**src/include/port_wake_regs.svh**
```systemverilog
// Register indices, reset values and field positions of the port wake block
`ifndef PORT_WAKE_REGS_SVH
`define PORT_WAKE_REGS_SVH

// Register indices; the byte address on the bus is four times the index
`define PW_IDX_C1_VID_LOW    6'h05
`define PW_IDX_C2_TAG_HIGH   6'h06
`define PW_IDX_C2_VID_LOW    6'h07
`define PW_IDX_C1_LAYER_TYPE 6'h08
`define PW_IDX_C2_LAYER_TYPE 6'h0a
`define PW_IDX_WAKE_FLAGS    6'h13
`define PW_IDX_WAKE_ENABLES  6'h17
`define PW_IDX_IRQ_SUMMARY   6'h1b
`define PW_IDX_IRQ_MASK      6'h1f

// Reset values
`define PW_RST_C1_VID_LOW    8'h02
`define PW_RST_C2_TAG_HIGH   8'h40
`define PW_RST_C2_VID_LOW    8'h03
`define PW_RST_LAYER_TYPE    16'h88b5
`define PW_RST_EVENT_BITS    3'h0

// Tag high byte fields
`define PW_TAG_PRIO_MSB      7
`define PW_TAG_PRIO_LSB      5
`define PW_TAG_CANON_FMT_BIT 4
`define PW_TAG_VIDHI_MSB     3
`define PW_TAG_VIDHI_LSB     0

// Wake event and enable bits
`define PW_WAKE_MAGIC_BIT    2
`define PW_WAKE_LINK_BIT     1
`define PW_WAKE_ENERGY_BIT   0

// Interrupt summary and mask bits
`define PW_IRQ_TS_BIT        2
`define PW_IRQ_PHY_BIT       1
`define PW_IRQ_ACL_BIT       0

`endif

```
**src/include/port_wake_pkg.sv**
```systemverilog
// Types shared by the port wake and interrupt register block
package port_wake_pkg;
    typedef logic [7:0]  reg8_type;
    typedef logic [15:0] reg16_type;
    typedef logic [2:0]  event_bits_type;
    typedef logic [47:0] mac_addr_type;
    typedef logic [5:0]  reg_index_type;
endpackage

```
**src/logic/port_wake_event_interrupt_regs.sv**
```systemverilog
// Per-port reservation class, wake event and interrupt summary registers
//
// Overview of operation
// [RL1] Class 2 tag high: priority 7-5, format flag 4, VID 11-8; reset 0x40.
// [RL2] Class 1 tag low byte holds VID 7-0, read-write, reset 0x02.
// [RL3] Class 2 tag low byte holds VID 7-0, read-write, reset 0x03.
// [RL4] Class 1 EtherType is 16-bit read-write, reset 0x88B5.
// [RL5] Class 2 EtherType is 16-bit read-write, reset 0x88B5.
// [RL6] Magic packet counts only when its destination equals the switch MAC.
// [RL7] Qualifying magic packet sets wake flag bit 2; writing one clears it.
// [RL8] Link up sets wake flag bit 1, only on ports with a PHY.
// [RL9] Cable energy sets wake flag bit 0, only with a PHY; write clears.
// [RL10] Enable bit 2 lets magic packet detection drive the wake pin.
// [RL11] Enable bit 1 lets link-up detection drive the wake pin.
// [RL12] Enable bit 0 lets energy detection drive the wake pin.
// [RL13] Summary bits raise the interrupt only when their mask allows.
// [RL14] Summary bit 2 is the OR of timestamp flags, PHY ports only.
// [RL15] Summary bit 1 is the OR of PHY interrupt flags, PHY ports only.
// [RL16] Summary bit 0 is the sticky access-list counter interrupt, all ports.
// [RL17] Software clears the access-list status by toggling its mask bit.
// [RL18] Mask bit zero enables, one disables; all mask bits reset to zero.
// [RL19] Wake flags hold until written; pin stays active while one is enabled.
// [RL20] Reserved bits read zero and ignore writes.
//
// Chosen here: the APB interface to the registers.
`include "port_wake_regs.svh"
`timescale 1ns/100ps
`default_nettype none

module port_wake_event_interrupt_regs #(
    parameter bit PORT_HAS_PHY = 1'h1,
    parameter int TS_FLAGS_W   = 8,
    parameter int PHY_FLAGS_W  = 8
) (
    input  wire logic                        sys_clk,
    input  wire logic                        rst_b,
    input  wire logic                        psel,
    input  wire logic                        penable,
    input  wire logic                        pwrite,
    input  wire logic [7:0]                  paddr,
    input  wire logic [31:0]                 pwdata,
    input  wire logic [3:0]                  pstrb,
    output logic                             pready,
    output logic [31:0]                      prdata,
    output logic                             pslverr,
    input  wire port_wake_pkg::mac_addr_type switchMacAddr,
    input  wire logic                        magicDetect,
    input  wire port_wake_pkg::mac_addr_type magicDestAddr,
    input  wire logic                        linkUpDetect,
    input  wire logic                        energyDetect,
    input  wire logic [TS_FLAGS_W-1:0]       tsIrqFlags,
    input  wire logic [PHY_FLAGS_W-1:0]      phyIrqFlags,
    input  wire logic                        aclIrqEvent,
    output logic                             wakeEventPin,
    output logic                             portIrq
);

    // Reset release synchroniser
    logic [1:0] rstSync_q;
    logic       rstSyncB;

    always_ff @(posedge sys_clk or negedge rst_b) begin
        if (!rst_b) begin
            rstSync_q <= 2'h0;
        end else begin
            rstSync_q <= {rstSync_q[0], 1'h1};
        end
    end
    assign rstSyncB = rstSync_q[1];

    // Register storage
    port_wake_pkg::reg8_type       c1VidLow_q;
    port_wake_pkg::reg8_type       c2TagHigh_q;
    port_wake_pkg::reg8_type       c2VidLow_q;
    port_wake_pkg::reg16_type      c1Type_q;
    port_wake_pkg::reg16_type      c2Type_q;
    port_wake_pkg::event_bits_type wakeFlags_q;
    port_wake_pkg::event_bits_type wakeFlags_d;
    port_wake_pkg::event_bits_type wakeEn_q;
    port_wake_pkg::event_bits_type wakeEn_d;
    port_wake_pkg::event_bits_type irqStatus_q;
    port_wake_pkg::event_bits_type irqStatus_d;
    port_wake_pkg::event_bits_type irqMask_q;
    port_wake_pkg::event_bits_type irqMask_d;
    logic [31:0]                   prdata_q;
    logic                          slvErr_q;
    logic                          wakePin_q;
    logic                          portIrq_q;

    // Bus decode
    port_wake_pkg::reg_index_type  regIdx;
    logic hitC1Vid;
    logic hitC2Tag;
    logic hitC2Vid;
    logic hitC1Type;
    logic hitC2Type;
    logic hitFlags;
    logic hitEn;
    logic hitStatus;
    logic hitMask;
    logic mapped;
    logic setupPhase;
    logic wrAccess;
    logic wrLo;
    logic wrHi;
    logic [31:0] rdMux;

    assign regIdx     = paddr[7:2];
    assign hitC1Vid   = (regIdx == `PW_IDX_C1_VID_LOW);
    assign hitC2Tag   = (regIdx == `PW_IDX_C2_TAG_HIGH);
    assign hitC2Vid   = (regIdx == `PW_IDX_C2_VID_LOW);
    assign hitC1Type  = (regIdx == `PW_IDX_C1_LAYER_TYPE);
    assign hitC2Type  = (regIdx == `PW_IDX_C2_LAYER_TYPE);
    assign hitFlags   = (regIdx == `PW_IDX_WAKE_FLAGS);
    assign hitEn      = (regIdx == `PW_IDX_WAKE_ENABLES);
    assign hitStatus  = (regIdx == `PW_IDX_IRQ_SUMMARY);
    assign hitMask    = (regIdx == `PW_IDX_IRQ_MASK);
    assign mapped     = hitC1Vid | hitC2Tag | hitC2Vid | hitC1Type
                      | hitC2Type | hitFlags | hitEn | hitStatus | hitMask;
    assign setupPhase = psel & ~penable;
    assign wrAccess   = psel & penable & pready & pwrite & ~slvErr_q;
    assign wrLo       = wrAccess & pstrb[0];
    assign wrHi       = wrAccess & pstrb[1];

    // Narrow registers sit in the low bits, the rest reads zero
    assign rdMux = hitC1Vid  ? {24'h00_0000, c1VidLow_q} :             // RL2
                   hitC2Tag  ? {24'h00_0000, c2TagHigh_q} :            // RL1
                   hitC2Vid  ? {24'h00_0000, c2VidLow_q} :             // RL3
                   hitC1Type ? {16'h0000, c1Type_q} :                  // RL4
                   hitC2Type ? {16'h0000, c2Type_q} :                  // RL5
                   hitFlags  ? {29'h0000_0000, wakeFlags_q} :          // RL20
                   hitEn     ? {29'h0000_0000, wakeEn_q} :
                   hitStatus ? {29'h0000_0000, irqStatus_q} :
                   hitMask   ? {29'h0000_0000, irqMask_q} :
                               32'h0000_0000;

    // Zero wait states; read data and error are captured in the setup cycle
    // An unmapped index answers with an error and its write is dropped
    assign pready  = 1'h1;
    assign prdata  = prdata_q;
    assign pslverr = psel & penable & slvErr_q;

    always_ff @(posedge sys_clk or negedge rstSyncB) begin
        if (!rstSyncB) begin
            prdata_q <= 32'h0000_0000;
            slvErr_q <= 1'h0;
        end else if (setupPhase) begin
            prdata_q <= pwrite ? 32'h0000_0000 : rdMux;
            slvErr_q <= ~mapped;
        end
    end

    // Reservation class tag and EtherType registers
    always_ff @(posedge sys_clk or negedge rstSyncB) begin
        if (!rstSyncB) begin
            c1VidLow_q  <= `PW_RST_C1_VID_LOW;                         // RL2
            c2TagHigh_q <= `PW_RST_C2_TAG_HIGH;                        // RL1
            c2VidLow_q  <= `PW_RST_C2_VID_LOW;                         // RL3
            c1Type_q    <= `PW_RST_LAYER_TYPE;                         // RL4
            c2Type_q    <= `PW_RST_LAYER_TYPE;                         // RL5
        end else begin
            if (wrLo && hitC1Vid) begin
                c1VidLow_q <= pwdata[7:0];
            end
            if (wrLo && hitC2Tag) begin
                c2TagHigh_q <= pwdata[7:0];
            end
            if (wrLo && hitC2Vid) begin
                c2VidLow_q <= pwdata[7:0];
            end
            if (wrLo && hitC1Type) begin
                c1Type_q[7:0] <= pwdata[7:0];
            end
            if (wrHi && hitC1Type) begin
                c1Type_q[15:8] <= pwdata[15:8];
            end
            if (wrLo && hitC2Type) begin
                c2Type_q[7:0] <= pwdata[7:0];
            end
            if (wrHi && hitC2Type) begin
                c2Type_q[15:8] <= pwdata[15:8];
            end
        end
    end

    // Wake events; link and energy exist only on ports with a PHY
    port_wake_pkg::event_bits_type phyBits;
    port_wake_pkg::event_bits_type eventIn;
    port_wake_pkg::event_bits_type flagClear;
    logic                          magicHit;

    assign phyBits   = {1'h1, PORT_HAS_PHY, PORT_HAS_PHY};
    assign magicHit  = magicDetect & (magicDestAddr == switchMacAddr); // RL6
    assign eventIn   = {magicHit, linkUpDetect, energyDetect}
                     & phyBits;                                  // RL7 RL8 RL9
    assign flagClear = (wrLo && hitFlags) ? pwdata[2:0]
                                          : `PW_RST_EVENT_BITS;
    // A new event wins over a clear in the same cycle
    assign wakeFlags_d = (wakeFlags_q & ~flagClear) | eventIn;        // RL19
    assign wakeEn_d    = (wrLo && hitEn) ? (pwdata[2:0] & phyBits)
                                         : wakeEn_q;                  // RL20

    // Pin follows flags and enables at the same edge they update
    always_ff @(posedge sys_clk or negedge rstSyncB) begin
        if (!rstSyncB) begin
            wakeFlags_q <= `PW_RST_EVENT_BITS;
            wakeEn_q    <= `PW_RST_EVENT_BITS;
            wakePin_q   <= 1'h0;
        end else begin
            wakeFlags_q <= wakeFlags_d;
            wakeEn_q    <= wakeEn_d;
            wakePin_q   <= |(wakeFlags_d & wakeEn_d);     // RL10 RL11 RL12
        end
    end
    assign wakeEventPin = wakePin_q;

    // Interrupt summary and mask
    // Access-list status is read-only; a change of its mask bit clears it
    logic aclClear;

    assign irqMask_d = (wrLo && hitMask) ? pwdata[2:0] : irqMask_q;   // RL18
    assign aclClear  = wrLo & hitMask
                     & (pwdata[`PW_IRQ_ACL_BIT]
                        != irqMask_q[`PW_IRQ_ACL_BIT]);              // RL17
    assign irqStatus_d[`PW_IRQ_TS_BIT]  = PORT_HAS_PHY & (|tsIrqFlags);
    assign irqStatus_d[`PW_IRQ_PHY_BIT] = PORT_HAS_PHY & (|phyIrqFlags);
    assign irqStatus_d[`PW_IRQ_ACL_BIT] = aclIrqEvent
        | (irqStatus_q[`PW_IRQ_ACL_BIT] & ~aclClear);                // RL16

    always_ff @(posedge sys_clk or negedge rstSyncB) begin
        if (!rstSyncB) begin
            irqStatus_q <= `PW_RST_EVENT_BITS;
            irqMask_q   <= `PW_RST_EVENT_BITS;                        // RL18
            portIrq_q   <= 1'h0;
        end else begin
            irqStatus_q <= irqStatus_d;                         // RL14 RL15
            irqMask_q   <= irqMask_d;
            portIrq_q   <= |(irqStatus_d & ~irqMask_d);               // RL13
        end
    end
    assign portIrq = portIrq_q;
endmodule

`default_nettype wire

```
**config.mk**
```make
export PLATFORM = sky130hd
export DESIGN_NAME = port_wake_event_interrupt_regs
export DESIGN_NICKNAME = d
export VERILOG_FILES = /design/src/include/port_wake_pkg.sv /design/src/logic/port_wake_event_interrupt_regs.sv
export VERILOG_INCLUDE_DIRS = /design/src /design/src/include
export SDC_FILE = /design/constraint.sdc
export NUM_CORES = 1
export LEC_CHECK = 0
export BUFFER_PORTS_ARGS = -buffer_cell sky130_fd_sc_hd__buf_2
export CORE_MARGIN = 2
export CORE_UTILIZATION = 24
export CTS_BUF_LIST = sky130_fd_sc_hd__clkbuf_16
export DETAILED_ROUTE_END_ITERATION = 10
export RECOVER_POWER = 50
export SLEW_MARGIN = 10
export SYNTH_ARGS = -nofsm -noshare
export SYNTH_HDL_FRONTEND = slang
export SYNTH_SLANG_ARGS = --single-unit
```
**constraint.sdc**
```tcl
create_clock -name sys_clk -period 5.03 [get_ports sys_clk]
set_input_delay 0.2515 -clock sys_clk [delete_from_list [all_inputs] [get_ports sys_clk]]
set_output_delay 0.2515 -clock sys_clk [all_outputs]
set_load 0.05 [all_outputs]
```
Word-level counts from Yosys, hierarchy flattened
Cells that the tools add are included.
Widths: inputs -> output; s select.
{"block": "classes", "eq_ne": 11, "mux": 13, "bitwise_logic": 30, "n_reduce_logical": 14}
{"op": "$mux 16", "n": 6}
{"op": "$eq 48x48->1", "n": 1}
{"op": "$eq 6x5->1 const B", "n": 4}
{"op": "$mux 3", "n": 7}
{"op": "$eq 6x3->1 const B", "n": 3}
{"op": "$reduce_or 8->1", "n": 2}
{"op": "$eq 6x4->1 const B", "n": 2}
{"op": "$and 1x1->1", "n": 11}
{"op": "$logic_and 1x1->1", "n": 10}
{"op": "$and 3x3->3", "n": 3}
{"op": "$or 1x1->1", "n": 9}
{"op": "$not 3->3", "n": 2}
{"op": "$reduce_or 3->1", "n": 2}
{"op": "$not 1->1", "n": 4}
{"op": "$or 3x3->3", "n": 1}
{"op": "$ne 1x1->1", "n": 1}
{"block": "word_totals", "register_bits": 105, "inputBits": 165, "output_inout_bits": 36, "word_cells": 84}

Depth between registers and ports, before layout
{"block": "depth", "word_depth": 11, "depth_mapped": 8, "ltp_nobuf": 6}

Worst setup path after synthesis
OpenSTA, ideal clock, no wires.
{"block": "synth_path", "kind": "register to register", "startpoint": "reg slvErr_q", "endpoint": "reg c1Type_q[1]", "setup_time_ps": 125, "t_arrival_ps": 1676, "required_time_ps": 4905, "slack_ps": 3229, "stages_incl_launch_ff": 6, "path_buffers": 1, "synth_period_minus_slack_ps": 1801, "path_cell_list": "dfrtp_1 -> and4b_1 -> buf_4 -> nand2_2 -> nor3_2 -> mux2_2"}
{"block": "synth_via", "elab_chain_cells": 4}
{"item": "from (decl)", "line_no": "port_wake_event_interrupt_regs.sv:86", "source": "logic slvErr_q;"}
{"item": "from (signal assigned)", "line_no": "port_wake_event_interrupt_regs.sv:149", "source": "slvErr_q <= ~mapped;"}
{"item": "$not 1->1", "line_no": "port_wake_event_interrupt_regs.sv:121", "source": "assign wrAccess = psel & penable & pready & pwrite & ~slvErr_q;"}
{"item": "$and 1x1->1", "line_no": "port_wake_event_interrupt_regs.sv:121"}
{"item": "$and 1x1->1", "line_no": "port_wake_event_interrupt_regs.sv:122", "source": "assign wrLo = wrAccess & pstrb[0];"}
{"item": "$logic_and 1x1->1", "line_no": "port_wake_event_interrupt_regs.sv:171", "source": "if (wrLo && hitC1Type) begin"}
{"item": "to (signal assigned)", "line_no": "port_wake_event_interrupt_regs.sv:159", "source": "c1Type_q <= `PW_RST_LAYER_TYPE;"}
{"item": "to (signal assigned)", "line_no": "port_wake_event_interrupt_regs.sv:172", "source": "c1Type_q[7:0] <= pwdata[7:0];"}
{"item": "to (decl)", "line_no": "port_wake_event_interrupt_regs.sv:75", "source": "port_wake_pkg::reg16_type c1Type_q;"}
No other way between the ends.
A chain may end at the register's enable or synchronous reset.

Final worst setup path
{"block": "layout_path", "startpoint": "in paddr[3]", "endpoint": "reg c2TagHigh_q[4]"}
{"block": "layout_via", "elab_chain_cells": 2}
{"item": "from (decl)", "line_no": "port_wake_event_interrupt_regs.sv:40", "source": "input wire logic [7:0] paddr,"}
{"item": "$eq 6x3->1 (no source line)"}
{"item": "$logic_and 1x1->1", "line_no": "port_wake_event_interrupt_regs.sv:165", "source": "if (wrLo && hitC2Tag) begin"}
{"item": "to (signal assigned)", "line_no": "port_wake_event_interrupt_regs.sv:157", "source": "c2TagHigh_q <= `PW_RST_C2_TAG_HIGH;"}
{"item": "to (signal assigned)", "line_no": "port_wake_event_interrupt_regs.sv:166", "source": "c2TagHigh_q <= pwdata[7:0];"}
{"item": "to (decl)", "line_no": "port_wake_event_interrupt_regs.sv:73", "source": "port_wake_pkg::reg8_type c2TagHigh_q;"}
No other way between the ends.

==> flow_summary_export.csv <==
group,metric,value,unit
synthesis,synth_simple_gate_area_share,12.74,%
drt,wl,12080,um
timing,rsz0062_at_grt,"no",
critical_path,cp-end-kind,"register",
timing,fin_skew,0.003669,ns
place,gp_congestion,0.7707,
place,io_buffers,163,
die,die_h,145.2,um
synthesis,ys_ff_latch,89,
clock_network,cts_tree,"done",
synthesis,syn_inst,426,
critical_path,ff2ff_setup_slack,2.68,ns
critical_path,crit_type,"in -> reg",
clock_network,clk_latency,0.33,ns
finish,nFillCells,2072,
grt,grt_pass1_wl,19400,um
synthesis,synth_compound_area_share,9.702,%
timing,hold_viol_final,0,
clock_network,post_cts_buffers,0,
drt,drc,0,
drt,ant_nets,0,
critical_path,setup.worst_path.start,"paddr[3]",
timing,finalSetupTns,0,ns
synthesis,synth_fa_ha_area_share,0,%
place,dpl_cell_area,5802,um^2
run_status,status,"finished with violations",
finish,layout.nets,753,
clock_network,root_buffer,"clkbuf_16",
synthesis,syn_area_per_cell,11.23,um^2
synthesis,synthMuxAreaShare,18.12,%
timing,fmax,0.3190,GHz
critical_path,critPathArrivalTime,3.35,ns
synthesis,synth_area,4785,um^2
worst_hold_path,hold_path_startpoint,"tsIrqFlags[6]",
critical_path,startpoint_type,"input pin",
synthesis,synth_xor_area_share,6.407,%
finish,drive_gt1_share,41.48,%
job,maxCapViolCount,2,
die,ios,201,
clock_network,cts_max_level,3,
clock_network,cts_max_path_buffers,2,
power,fin_total_pwr,1524,uW
drt,wl_per_cell,14.07,um
timing,min_period,3.135,ns
timing,slew_headroom,-42.07,%
synthesis,yosys_warnings,0,
power,peakVddDrop,173.0,uV
timing,final-max-slew-violation-count,121,
clock_network,ctsHoldBuffers,1,
grt,grt_usage,11.42,%
timing,finalSetupViolations,0,
clock_network,clock_sinks,89,
synthesis,synthArstFlopShare,100.0,%
run_status,violations,"capacitance limit, slew limit",
finish,syn2layout_area_growth,26.26,%
die,coreArea,19530,um^2
critical_path,path_max_fanout,32,
grt,grt_pass1_vias,3869,
worst_hold_path,hp-class,"in -> reg",
die,rows,51,
synthesis,netlist-cell-type-count,55,
synthesis,synth_top_family_by_area,"multiplexers",
drt,drtIter0Drc,138,
clock_network,cts_buffers,9,
critical_path,crit_path_end,"c2TagHigh_q[4]",
grt,antenna_found_initial,3,
grt,grt_overflow,0,
drt,vias,3811,
timing,worst_pin_slew,2.131,ns
critical_path,cp.required,5.25,ns
die,dieArea,21080,um^2
power,p_per_area,252.3,nW/um^2
critical_path,r2r_cells,4,
timing,finalCritPeriodShare,62.32,%
synthesis,synth_edf_count,0,
clock_network,cts.clk_slew.worst_paths,0.06,ns
die,initial_utilization,24.50,%
critical_path,r2r-end,"c1Type_q[6]",
clock_network,postCtsResizedCells,0,
drt,first_pass_iters,4,
critical_path,r2r-start,"slvErr_q",
grt,grt_max_degree,88,
synthesis,ys_dominant_reg_cell,"dfrtp_1",
die,die_w,145.2,um
drt,viasPerCell,4.437,
power,p_leak,0.002948,uW
synthesis,yosysSeqAreaShare,47.02,%
place,dp_hpwl,9220,um
finish,design_area,6041,um^2
[cell usage after synthesis, drive strengths merged (3+ instances only)]
cell,number,area [um^2]
o2bb2ai,5,43.79
nand2b,3,18.77
a22oi,4,30.03
dfrtp,71,1777
o22ai,9,56.30
dfstp,18,473.0
xor2,29,254.0
inv,21,78.83
nor2b,7,43.79
clkbuf,5,18.77
nor3,5,30.03
nand4,8,62.56
a21oi,7,35.03
mux2i,15,150.1
nand2,33,128.9
a22o,7,61.31
o21ai,27,135.1
buf,25,182.7
nand3,6,35.03
a31oi,4,25.02
xnor2,6,52.55
nor4,15,93.84
mux2,59,694.4
nor2,10,58.81
[worst max-delay path: stages]
cell and delay (ns):
clkbuf_1 1.45, nand2_2 0.39, or2_0 0.59, nor2_8 0.31, mux2_4 0.33
[sequential cells by signal, indices dropped and copies added, names as in the netlist, 3 cells and up]
signal	count
c1Type_q	16
c2Type_q	16
prdata	16
c1VidLow_q	8
c2TagHigh_q	8
c2VidLow_q	8
irqMask_q	3
irqStatus_q	3
wakeEn_q	3
wakeFlags_q	3
[report_power, final]
| group | switching (uW) | leakage (uW) | internal [uW] |
|---|---|---|---|
| logic | 125 | 0.00168 | 81.9 |
| registers | 5.78 | 0.00114 | 731 |
| clock network | 256 | 0.000136 | 325 |
| total | 387 | 0.00295 | 1140 |
[stage by stage]
step	hold slack [ns]	std cells	setup WS (ns)	util, %
floorplan	-0.04409	442	2.399	-
global route	0.1453	859	1.562	30.94
detailed placement	0.03934	841	2.538	29.71
global placement	0.03883	841	2.545	29.71
CTS	0.1336	858	2.648	31.07
finish	0.1441	859	1.895	30.94
[routing by layer]
layer,GRT usage (%),vias up,part of all wire (%)
li1,-,1823,-
met1,13.73,1803,42
met2,20.33,163,50
met3,2.421,18,6.1
met4,3.676,4,1.8
met5,0,-,0.22
[placed cells by master (no fill, tap or decap), types with 3 or more instances in the layout]
master     Yosys  layout
a21oi_1        7       7
a22o_1         7       7
a22oi_1        4       4
a31oi_1        4       4
buf_2          5     142
clkbuf_1       5      21
clkbuf_16      0       9
clkinv_2       0       3
conb_1         2      18
dfrtp_1       71      70
dfstp_2       18      18
inv_1         21      23
mux2_2        51      51
mux2_4         8       8
mux2i_1       15      15
nand2_1       31      31
nand2b_1       3       3
nand3_1        5       5
nand4_1        6       6
nor2_1         7       7
nor2b_1        7       7
nor3_1         4       4
nor4_1        15      15
o21ai_0       26      26
o22ai_1        9       9
o2bb2ai_1      5       5
xnor2_1        6       6
xor2_1        29      29
[cell type report]
class,count,area [um^2],area share [%]
Multi-Input combinational cell,302,2315,38.32
Sequential cell,89,2253,37.30
Timing Repair Buffer,165,804.5,13.32
Tap cell,265,331.6,5.489
Clock buffer,9,225.2,3.728
Inverter,21,78.83,1.305
Clock inverter,7,30.03,0.4971
Antenna cell,1,2.502,0.04143
[how the worst min path moves through the flow]
stage | to | cells past startpoint
after global placement | rstSync_q[0] | 1
after detailed placement | rstSync_q[0] | 1
after CTS | irqStatus_q[2] | 3
after global routing | irqStatus_q[0] | 2
final | irqStatus_q[2] | 3
after floorplan | rstSync_q[0] | 0
[cells by family (layout without fill, tap and decap cells)]
kind of cell | after synthesis | in the layout
other cells | 2 | 19
xor+xnor | 35 | 35
flops | 89 | 89
mux | 75 | 75
simple gates | 102 | 102
buf+inv | 51 | 202
compound gates | 72 | 72
Note: power is estimated with default switching activity, not from simulation.
